[src/pcr_consts.vh]
// constants for the pseudo-static ram configuration register access block
`ifndef PCR_CONSTS_VH
`define PCR_CONSTS_VH

`define PCR_CLK_PERIOD_NS 10
`define PCR_ROW_OPEN_NS 20
`define PCR_ROW_OPEN_CYCLES ((`PCR_ROW_OPEN_NS + `PCR_CLK_PERIOD_NS - 1) / `PCR_CLK_PERIOD_NS)

`define PCR_BUS_CONFIG_RESET 16'h9D1F
`define PCR_REFRESH_CONFIG_RESET 16'h0010
`define PCR_TOP_ADDR 21'h1FFFFF

`define PCR_REG_SEL_MSB 19
`define PCR_REG_SEL_LSB 18
`define PCR_SEL_REFRESH 2'h0
`define PCR_SEL_ID 2'h1
`define PCR_SEL_BUS 2'h2

`define PCR_SW_DATA_REFRESH 16'h0000
`define PCR_SW_DATA_BUS 16'h0001
`define PCR_SW_DATA_ID 16'h0002

`define PCR_BUS_LEN_MSB 2
`define PCR_BUS_LEN_LSB 0
`define PCR_BUS_WRAP_BIT 3
`define PCR_BUS_WAIT_POL_BIT 10
`define PCR_BUS_OPMODE_BIT 15

`define PCR_LEN_4 3'h1
`define PCR_LEN_8 3'h2
`define PCR_LEN_16 3'h3
`define PCR_LEN_32 3'h4
`define PCR_ROW_BITS 7

`endif

[src/pcr_burst_addr.v]
// burst word address sequencer with wrap and row-crossing wait
`timescale 1ns/1ps
`include "pcr_consts.vh"
module pcr_burst_addr #(
	parameter ADDR_W = 21,
	parameter ROW_OPEN_CYCLES = `PCR_ROW_OPEN_CYCLES
) (
	input wire clk,
	input wire rst_n,
	input wire start,
	input wire [ADDR_W-1:0] startAddr,
	input wire advance,
	input wire [2:0] lengthCode,
	input wire linearMode,
	output reg [ADDR_W-1:0] wordAddr,
	output reg rowWait
);
	reg [4:0] lenMask;
	reg wrapOn;
	reg [3:0] waitCount;
	wire [ADDR_W-1:0] linearNext;
	wire [4:0] wrapLow;

	// mask of the aligned block; zero means continuous
	function [4:0] maskOf;
		input [2:0] code;
		begin
			case (code)
				`PCR_LEN_4: maskOf = 5'h03;
				`PCR_LEN_8: maskOf = 5'h07;
				`PCR_LEN_16: maskOf = 5'h0F;
				`PCR_LEN_32: maskOf = 5'h1F;
				default: maskOf = 5'h00;
			endcase
		end
	endfunction

	assign linearNext = wordAddr + {{(ADDR_W-1){1'b0}}, 1'b1};
	assign wrapLow = ((wordAddr[4:0] + 5'h01) & lenMask) | (wordAddr[4:0] & ~lenMask);

	// one sequencer serves read and write bursts alike
	always @(posedge clk) begin
		if (!rst_n) begin
			wordAddr <= {ADDR_W{1'b0}};
			rowWait <= 1'b0;
			lenMask <= 5'h00;
			wrapOn <= 1'b0;
			waitCount <= 4'h0;
		end else if (start) begin
			wordAddr <= startAddr;
			lenMask <= maskOf(lengthCode);
			wrapOn <= ~linearMode && (maskOf(lengthCode) != 5'h00);
			rowWait <= 1'b0;
			waitCount <= 4'h0;
		end else if (rowWait) begin
			// next row is being opened; release after the open time
			if (waitCount == ROW_OPEN_CYCLES[3:0] - 4'h1) begin
				rowWait <= 1'b0;
				waitCount <= 4'h0;
			end else begin
				waitCount <= waitCount + 4'h1;
			end
		end else if (advance) begin
			if (wrapOn) begin
				wordAddr <= {wordAddr[ADDR_W-1:5], wrapLow};
			end else begin
				wordAddr <= linearNext;
				if (&wordAddr[`PCR_ROW_BITS-1:0])
					rowWait <= 1'b1;
			end
		end
	end
endmodule // pcr_burst_addr

[src/pcr_pin_sync.v]
// three-stage pin synchroniser with agreement filter
`timescale 1ns/1ps
module pcr_pin_sync #(
	parameter WIDTH = 1,
	parameter [WIDTH-1:0] INIT = {WIDTH{1'b0}}
) (
	input wire clk,
	input wire rst_n,
	input wire [WIDTH-1:0] pinIn,
	output reg [WIDTH-1:0] pinOut
);
	reg [WIDTH-1:0] stage1;
	reg [WIDTH-1:0] stage2;
	reg [WIDTH-1:0] stage3;

	// stage1 feeds stage2 only; a bit moves once stage2 and stage3 agree
	always @(posedge clk) begin
		if (!rst_n) begin
			stage1 <= INIT;
			stage2 <= INIT;
			stage3 <= INIT;
			pinOut <= INIT;
		end else begin
			stage1 <= pinIn;
			stage2 <= stage1;
			stage3 <= stage2;
			pinOut <= (~(stage2 ^ stage3) & stage3) | ((stage2 ^ stage3) & pinOut);
		end
	end
endmodule // pcr_pin_sync

[src/pcr_register_access.v]
// configuration register access and array request front end
`timescale 1ns/1ps
`include "pcr_consts.vh"
module pcr_register_access #(
	parameter ADDR_W = 21,
	parameter DATA_W = 16,
	parameter [15:0] DEVICE_ID = 16'h0A5A // arbitrary identification value
) (
	input wire clk,
	input wire rst_n,
	input wire configSelect,
	input wire addressValidN,
	input wire chipEnableN,
	input wire writeEnableN,
	input wire outputEnableN,
	input wire lowerByteEnableN,
	input wire upperByteEnableN,
	input wire [ADDR_W-1:0] addrPin,
	input wire [DATA_W-1:0] dqIn,
	output reg [DATA_W-1:0] dqOut,
	output reg dqOe,
	output reg waitOut,
	output reg arrayRead,
	output reg arrayWrite,
	output reg [ADDR_W-1:0] arrayAddr,
	output reg [DATA_W-1:0] arrayWdata,
	output reg [1:0] arrayByteEn,
	input wire [DATA_W-1:0] arrayRdata,
	output reg [15:0] busConfig,
	output reg [15:0] refreshConfig
);
	localparam SEQ_IDLE = 2'h0;
	localparam SEQ_READ1 = 2'h1;
	localparam SEQ_READ2 = 2'h2;
	localparam SEQ_PICKED = 2'h3;
	localparam SYNC_W = 7 + ADDR_W + DATA_W;
	localparam [SYNC_W-1:0] SYNC_INIT = {7'b0111111, {(ADDR_W + DATA_W){1'b0}}};

	wire [SYNC_W-1:0] syncOut;
	wire sCre;
	wire sAdvN;
	wire sCeN;
	wire sWeN;
	wire sOeN;
	wire sLbN;
	wire sUbN;
	wire [ADDR_W-1:0] sAddr;
	wire [DATA_W-1:0] sDq;

	reg prevCeN;
	reg prevAdvN;
	reg prevWeN;
	reg opOpen;
	reg opWrite;
	reg wrDone;
	reg latchCre;
	reg latchTop;
	reg [ADDR_W-1:0] latchAddr;
	reg [1:0] swState;
	reg [1:0] swSel;
	reg swSelValid;
	reg burstActive;
	reg burstWrite;
	reg rdTake;

	wire [ADDR_W-1:0] burstAddr;
	wire rowWait;

	////////////////////////////////////////////////////////////////////////////////
	// helpers

	function isTop;
		input [ADDR_W-1:0] a;
		begin
			isTop = (a == `PCR_TOP_ADDR);
		end
	endfunction

	function [15:0] regValue;
		input [1:0] sel;
		input [15:0] busVal;
		input [15:0] refVal;
		begin
			case (sel)
				`PCR_SEL_BUS: regValue = busVal;
				`PCR_SEL_REFRESH: regValue = refVal;
				`PCR_SEL_ID: regValue = DEVICE_ID;
				default: regValue = 16'h0000;
			endcase
		end
	endfunction

	////////////////////////////////////////////////////////////////////////////////
	// pin capture

	pcr_pin_sync #(
		.WIDTH(SYNC_W),
		.INIT(SYNC_INIT)
	) pinSync (
		.clk(clk),
		.rst_n(rst_n),
		.pinIn({configSelect, addressValidN, chipEnableN, writeEnableN, outputEnableN,
			lowerByteEnableN, upperByteEnableN, addrPin, dqIn}),
		.pinOut(syncOut)
	);

	assign sCre = syncOut[SYNC_W-1];
	assign sAdvN = syncOut[SYNC_W-2];
	assign sCeN = syncOut[SYNC_W-3];
	assign sWeN = syncOut[SYNC_W-4];
	assign sOeN = syncOut[SYNC_W-5];
	assign sLbN = syncOut[SYNC_W-6];
	assign sUbN = syncOut[SYNC_W-7];
	assign sAddr = syncOut[ADDR_W+DATA_W-1:DATA_W];
	assign sDq = syncOut[DATA_W-1:0];

	////////////////////////////////////////////////////////////////////////////////
	// operation framing

	wire ceRise = sCeN & ~prevCeN;
	wire advRise = sAdvN & ~prevAdvN;
	wire weRise = sWeN & ~prevWeN;
	wire newOp = ~sCeN & ~sAdvN & (prevAdvN | prevCeN);
	wire opEnd = opOpen & (ceRise | newOp);
	// first of the three rising edges closes a write; byte enables play no part
	wire wrCommit = opOpen & opWrite & ~wrDone & (ceRise | weRise | advRise);
	wire syncMode = ~busConfig[`PCR_BUS_OPMODE_BIT];
	wire burstPath = syncMode & ~sCre;
	wire seqTop = latchTop & ~latchCre;
	wire seqHold = wrCommit & seqTop & ((swState == SEQ_READ2) | (swState == SEQ_PICKED));
	wire creLoad = wrCommit & latchCre;
	wire seqLoad = wrCommit & seqTop & (swState == SEQ_PICKED) & swSelValid;
	wire asyncWr = wrCommit & ~latchCre & ~seqHold & ~burstActive;
	wire regDrive = latchCre | (seqTop & (swState == SEQ_PICKED));
	wire [1:0] readSel = latchCre ? latchAddr[`PCR_REG_SEL_MSB:`PCR_REG_SEL_LSB] : swSel;
	// a new address while valid is still low starts another array read
	wire rdIssue = ~burstPath & ~sCre & sWeN & ~sCeN & ~sAdvN &
		(newOp | (opOpen & (sAddr != latchAddr)));
	wire burstStep = burstActive & ~sCeN & ~rowWait & ~newOp;

	always @(posedge clk) begin
		if (!rst_n) begin
			prevCeN <= 1'b1;
			prevAdvN <= 1'b1;
			prevWeN <= 1'b1;
		end else begin
			prevCeN <= sCeN;
			prevAdvN <= sAdvN;
			prevWeN <= sWeN;
		end
	end

	// address follows the pins while valid is low and holds once it rises
	always @(posedge clk) begin
		if (!rst_n) begin
			latchAddr <= {ADDR_W{1'b0}};
			latchCre <= 1'b0;
			latchTop <= 1'b0;
		end else if (~sCeN & ~sAdvN) begin
			latchAddr <= sAddr;
			latchCre <= sCre;
			latchTop <= isTop(sAddr);
		end
	end

	always @(posedge clk) begin
		if (!rst_n) begin
			opOpen <= 1'b0;
			opWrite <= 1'b0;
			wrDone <= 1'b0;
		end else begin
			if (newOp)
				opOpen <= 1'b1;
			else if (ceRise)
				opOpen <= 1'b0;
			if (newOp)
				opWrite <= ~sWeN;
			else if (opOpen & ~sWeN)
				opWrite <= 1'b1;
			if (newOp)
				wrDone <= 1'b0;
			else if (wrCommit)
				wrDone <= 1'b1;
		end
	end

	////////////////////////////////////////////////////////////////////////////////
	// software access sequence

	// any access that is not the next expected one restarts the count, except a further top read after two reads, which keeps it at two
	always @(posedge clk) begin
		if (!rst_n) begin
			swState <= SEQ_IDLE;
		end else if (opEnd) begin
			case (swState)
				SEQ_IDLE: swState <= (seqTop & ~opWrite) ? SEQ_READ1 : SEQ_IDLE;
				SEQ_READ1: swState <= (seqTop & ~opWrite) ? SEQ_READ2 : SEQ_IDLE;
				SEQ_READ2: begin
					if (seqTop & opWrite)
						swState <= SEQ_PICKED;
					else
						swState <= (seqTop & ~opWrite) ? SEQ_READ2 : SEQ_IDLE;
				end
				SEQ_PICKED: swState <= SEQ_IDLE;
				default: swState <= SEQ_IDLE;
			endcase
		end
	end

	// the third access, a write, names the register; unknown data blocks the final write, while a final read returns the refresh register
	always @(posedge clk) begin
		if (!rst_n) begin
			swSel <= `PCR_SEL_REFRESH;
			swSelValid <= 1'b0;
		end else if (wrCommit & seqTop & (swState == SEQ_READ2)) begin
			case (sDq)
				`PCR_SW_DATA_REFRESH: begin
					swSel <= `PCR_SEL_REFRESH;
					swSelValid <= 1'b1;
				end
				`PCR_SW_DATA_BUS: begin
					swSel <= `PCR_SEL_BUS;
					swSelValid <= 1'b1;
				end
				`PCR_SW_DATA_ID: begin
					swSel <= `PCR_SEL_ID;
					swSelValid <= 1'b1;
				end
				default: begin
					swSel <= `PCR_SEL_REFRESH;
					swSelValid <= 1'b0;
				end
			endcase
		end
	end

	////////////////////////////////////////////////////////////////////////////////
	// configuration registers

	// written values steer the very next operation, never the one in flight
	always @(posedge clk) begin
		if (!rst_n) begin
			busConfig <= `PCR_BUS_CONFIG_RESET;
			refreshConfig <= `PCR_REFRESH_CONFIG_RESET;
		end else if (creLoad) begin
			case (latchAddr[`PCR_REG_SEL_MSB:`PCR_REG_SEL_LSB])
				`PCR_SEL_BUS: busConfig <= latchAddr[15:0];
				`PCR_SEL_REFRESH: refreshConfig <= latchAddr[15:0];
				default: busConfig <= busConfig;
			endcase
		end else if (seqLoad) begin
			case (swSel)
				`PCR_SEL_BUS: busConfig <= sDq;
				`PCR_SEL_REFRESH: refreshConfig <= sDq;
				default: busConfig <= busConfig;
			endcase
		end
	end

	////////////////////////////////////////////////////////////////////////////////
	// synchronous burst

	// initial latency is not modelled here; words step from the cycle after start
	pcr_burst_addr #(
		.ADDR_W(ADDR_W),
		.ROW_OPEN_CYCLES(`PCR_ROW_OPEN_CYCLES)
	) burstSeq (
		.clk(clk),
		.rst_n(rst_n),
		.start(newOp & burstPath),
		.startAddr(sAddr),
		.advance(burstStep),
		.lengthCode(busConfig[`PCR_BUS_LEN_MSB:`PCR_BUS_LEN_LSB]),
		.linearMode(busConfig[`PCR_BUS_WRAP_BIT]),
		.wordAddr(burstAddr),
		.rowWait(rowWait)
	);

	// a rising enable ends the burst; the sequencer is then simply no longer advanced
	always @(posedge clk) begin
		if (!rst_n) begin
			burstActive <= 1'b0;
			burstWrite <= 1'b0;
		end else if (newOp) begin
			burstActive <= burstPath;
			burstWrite <= ~sWeN;
		end else if (ceRise) begin
			burstActive <= 1'b0;
		end
	end

	////////////////////////////////////////////////////////////////////////////////
	// array requests and bus outputs

	always @(posedge clk) begin
		if (!rst_n) begin
			arrayRead <= 1'b0;
			arrayWrite <= 1'b0;
			arrayAddr <= {ADDR_W{1'b0}};
			arrayWdata <= {DATA_W{1'b0}};
			arrayByteEn <= 2'h0;
		end else begin
			arrayRead <= rdIssue | (burstStep & ~burstWrite);
			// register loads and, in asynchronous mode, the hidden top-address writes never reach the array
			arrayWrite <= asyncWr | (burstStep & burstWrite);
			// burst addresses win over the pin address while a burst runs
			if (burstStep)
				arrayAddr <= burstAddr;
			else if (rdIssue)
				arrayAddr <= sAddr;
			else
				arrayAddr <= latchAddr;
			arrayWdata <= sDq;
			arrayByteEn <= ~{sUbN, sLbN};
		end
	end

	// configuration register reads look only at bits 19:18 of the address; software sequence reads use the picked register
	always @(posedge clk) begin
		if (!rst_n) begin
			dqOut <= {DATA_W{1'b0}};
			dqOe <= 1'b0;
			rdTake <= 1'b0;
		end else begin
			// array data is valid only the cycle after a request; catch it then and hold it
			rdTake <= arrayRead;
			if (regDrive)
				dqOut <= regValue(readSel, busConfig, refreshConfig);
			else if (rdTake)
				dqOut <= arrayRdata;
			dqOe <= opOpen & ~sCeN & ~sOeN & sWeN & (regDrive | ~(sLbN & sUbN));
		end
	end

	// wait drives the configured polarity; reset value is the idle level
	always @(posedge clk) begin
		if (!rst_n)
			waitOut <= 1'b0;
		else if (busConfig[`PCR_BUS_WAIT_POL_BIT])
			waitOut <= burstActive & rowWait;
		else
			waitOut <= ~(burstActive & rowWait);
	end
endmodule // pcr_register_access

[config.mk]
export PLATFORM = sky130hd
export DESIGN_NAME = pcr_register_access
export DESIGN_NICKNAME = d
export VERILOG_FILES = /design/src/pcr_burst_addr.v /design/src/pcr_pin_sync.v /design/src/pcr_register_access.v
export VERILOG_INCLUDE_DIRS = /design/src
export SDC_FILE = /design/constraint.sdc
export NUM_CORES = 1
export LEC_CHECK = 0
export BUFFER_PORTS_ARGS = -buffer_cell sky130_fd_sc_hd__buf_2
export CORE_AREA = 4 4 201 144
export CTS_BUF_LIST = sky130_fd_sc_hd__clkbuf_16
export DETAILED_ROUTE_END_ITERATION = 10
export DIE_AREA = 0 0 205 148
export GPL_TIMING_DRIVEN = 0
export PLACE_DENSITY = 0.7
export REMOVE_ABC_BUFFERS = 1
export SETUP_SLACK_MARGIN = 0.3
export SKIP_CTS_REPAIR_TIMING = 1
export SLEW_MARGIN = 20
export SYNTH_ARGS = -nofsm -noshare
export SYNTH_HDL_FRONTEND = slang
export SYNTH_SLANG_ARGS = --single-unit
[constraint.sdc]
create_clock -name clk -period 2.73 [get_ports clk]
set_input_delay 0.273 -clock clk [delete_from_list [all_inputs] [get_ports clk]]
set_output_delay 0.273 -clock clk [all_outputs]
set_load 0.05 [all_outputs]
==> metrics.yaml <==
status:
  status: "complete, no violations"
timing:
  finalMaxSlewViolations: 0
  slew_headroom_pct: 33.3
  final_hold_viol_count: 0
  fin_crit_sh_pct: 88.1
  rsz0062_at_grt: "yes"
  timing.fmax_mhz: 416
  final.setup_skew_ps: 13.8
  whs_ps: 76.4
  min_period_ps: 2410
  worstMarginPinSlew_ps: 997
  setup_viol: 0
  finalSetupTns_ps: 0
critical_path:
  cp_max_fo: 10
  cp-end-kind: "flop"
  slowest_delay_ps: 610
  crit_slowest_cell: "or4_4"
  regToRegEndpoint: "arrayAddr[18]"
  crit_required_ps: 3210
  r2r_start: "latchAddr[19]"
  r2r_cells: 5
  critical_path_class: "reg2reg"
  crit_chain: "xnor2_1 > nand4_1 > or4_4 > o211ai_2 > o221a_1"
  crit_family: "compound AO/OA/AOI/OAI gates"
  crit_buf_inv: 0
  r2r_slack_ps: 320
  cp.arrival_ps: 2890
  worst_setup_path_start_kind: "flop"
final_layout:
  fin_nets: 1495
  area_growth_pct: 23.1
  drive_gt1_share_pct: 17.5
  antenna_cells: 0
die:
  die_h_um: 148
  initial_core_util_pct: 45.0
  rows: 50
  top_level_ports: 153
  die_area_mm2: 0.0303
  die-width_um: 205
  core_mm2: 0.0267
job:
  maxCapViolCount: 0
logic_synthesis:
  synth_top_family_by_area: "simple AND/OR/NAND/NOR gates"
  async_flop_share_pct: 0
  synth.area.mux_share_pct: 3.18
  yosysTopAreaCell: "dfxtp_1"
  syn_avg_cell_area_um2: 9.62
  synthAdderAreaFrac_pct: 0.104
  yosysTopAreaCellShare_pct: 55.8
  synth_edf_count: 0
  yosys.area_share.simple_pct: 19.7
  syn-cell-area_mm2: 0.0120
  synthesis.instances: 1248
  synth_flop_cell: "dfxtp_1"
  yosysUniqueCellTypes: 66
  ys_top_cells_by_area: "dfxtp_1 56%, and2_1 7.1%, a21oi_1 5.2%, o21ai_0 3.7%, nand2_1 3.5%"
  synth_xor_area_share_pct: 2.99
  ys_ff_latch: 335
  synth_compound_area_share_pct: 15.2
  synth-seq-area-share_pct: 55.8
  yosysWarnings: 0
clock_network:
  clock-sinks: 335
  worstSkewPairLatency_ps: 560
  cts_tree: "yes"
  clk_pin_slew_worst_paths_ps: 60
  cts_buffer_depth: 3
  cts_made_buffers: 31
  root_buffer: "clkbuf_16"
  cts_max_level: 1
min_path:
  worstHoldEndpoint: "dqOut[6]"
  hold_depth: 4
  hold_class: "in2reg"
  min_from: "arrayRdata[6]"
global_route:
  track_usage_pct: 19.5
  antenna_found_initial: 0
  grt_max_degree: 125
  globalRouteOverflowTotal: 0
  grt_first_pass_wirelength_mm: 48.5
  grt_pass1_vias: 8907
pwr:
  irDropWorstVdd_mv: 0.371
  p_total_mw: 9.53
  p_per_area_mw_per_mm2: 645
  leakagePower_nw: 5.83
drt:
  vias: 9693
  avgViaCountPerCell: 5.33
  detail-route-antenna-nets: 0
  wl_per_cell_um: 17.2
  drt-total-wl_mm: 31.4
  firstDrtPassIters: 5
  drc: 0
  drt_iter0_markers: 890
placed_design:
  globalplace.congestion: 0.855
  io_buffers: 152
  hpwlAfterDp_mm: 20.3
==> cells in the mapped netlist (2+ instances only) <==
cell and n:
nor2b_1 10, nor3_1 16, inv_1 9, nor2_1 83, buf_6 4, buf_1 6, nand3b_1 3, o22ai_1 9
o311ai_0 2, a311oi_1 2, and3_1 7, buf_4 2, mux2i_1 37, nor3b_2 2, o311a_1 10, o21ai_0 88
nor3b_1 2, a21oi_1 125, o2111ai_1 3, clkbuf_1 52, o32a_1 3, or4_1 5, nand3_1 14, nand2b_1 26
dfxtp_1 335, and4_1 2, and2_1 136, a22oi_1 2, nand4_1 14, xnor2_1 27, nand2_1 113, buf_2 10
o31a_1 2, o221a_1 20, a211oi_1 10, xor2_1 14, nor4_1 10, a31oi_1 5
==> cell usage in the layout (no fill, tap or decap), types with 4 or more instances in the layout <==
| cell | n |
|---|---|
| dfxtp_1 | 331 |
| buf_2 | 152 |
| and2_1 | 135 |
| a21oi_1 | 125 |
| nand2_1 | 112 |
| o21ai_0 | 88 |
| nor2_1 | 82 |
| dlygate4sd3_1 | 44 |
| mux2i_1 | 36 |
| clkbuf_16 | 31 |
| xnor2_1 | 27 |
| nand2b_1 | 26 |
| o221a_1 | 20 |
| buf_4 | 18 |
| nor3_1 | 16 |
| nand3_1 | 14 |
| nand4_1 | 14 |
| xor2_1 | 14 |
| inv_1 | 12 |
| a211oi_1 | 10 |
| o311a_1 | 10 |
| nor2b_1 | 10 |
| o22ai_1 | 9 |
| nor4_1 | 8 |
| clkinv_2 | 8 |
| and3_1 | 7 |
| clkinv_1 | 7 |
| or4_1 | 4 |
| a31oi_1 | 4 |
| dfxtp_2 | 4 |
| bufinv_16 | 4 |
==> report_power, final <==
part,total (mW),internal (mW),leakage [nW],switching [mW]
registers,5.00,4.97,2.72,0.0346
clock network,4.27,2.44,0.502,1.83
logic,0.255,0.132,2.61,0.122
==> worst min-delay path: stages <==
cell	delay [ps]
buf_2	80
mux2i_1	60
nand2_1	60
and3_1	140
==> worst max-delay path by stage <==
stage / depth (start not counted) / slack (ps) / to / startpoint
floorplan: 4 / 480 / dqOut[0] / latchCre
global placement: 3 / -3070 / arrayRead / rst_n
detailed placement: 5 / -320 / arrayAddr[10] / flop
CTS: 5 / -320 / arrayAddr[10] / flop
global route: 5 / 240 / arrayAddr[0] / flop
finish: 5 / 320 / arrayAddr[18] / latchAddr[19]
==> logic make-up after synthesis <==
family / after synthesis
multiplexers: 38
adder cells (fa/ha/maj): 1
buffers and inverters: 84
AND/OR/NAND/NOR: 453
flip-flops: 335
XOR/XNOR: 41
AO/OA/AOI/OAI: 296
==> stage by stage <==
step	cell area, µm²	util (%)	std cells	setup slack [ps]
2_1_floorplan	11700	-	1174	476
3_3_place_gp	12900	48.3	1690	-3070
3_5_place_dp	13000	48.8	1695	-323
4_1_cts	14100	52.6	1752	-324
5_1_grt	14800	55.3	1820	239
6_report	14800	55.3	1820	325
==> layout make-up <==
type,count,area (µm²)
inverter,10,42.5
clock buffer,31,776
clock inverter,26,229
fill,2358,11900
tap,364,455
sequential,335,6710
timing repair buffer,222,1500
multi-input combinational,832,5070
==> per-layer routing <==
layer | global-route usage, % | vias up | share of wire [%]
li1 | - | 4685 | -
met1 | 28.6 | 4609 | 47
met2 | 29.6 | 336 | 43
met3 | 3.99 | 63 | 7.6
met4 | 4.65 | 0 | 2.3
met5 | 0 | - | 0
(Power assumes the default switching activity.)
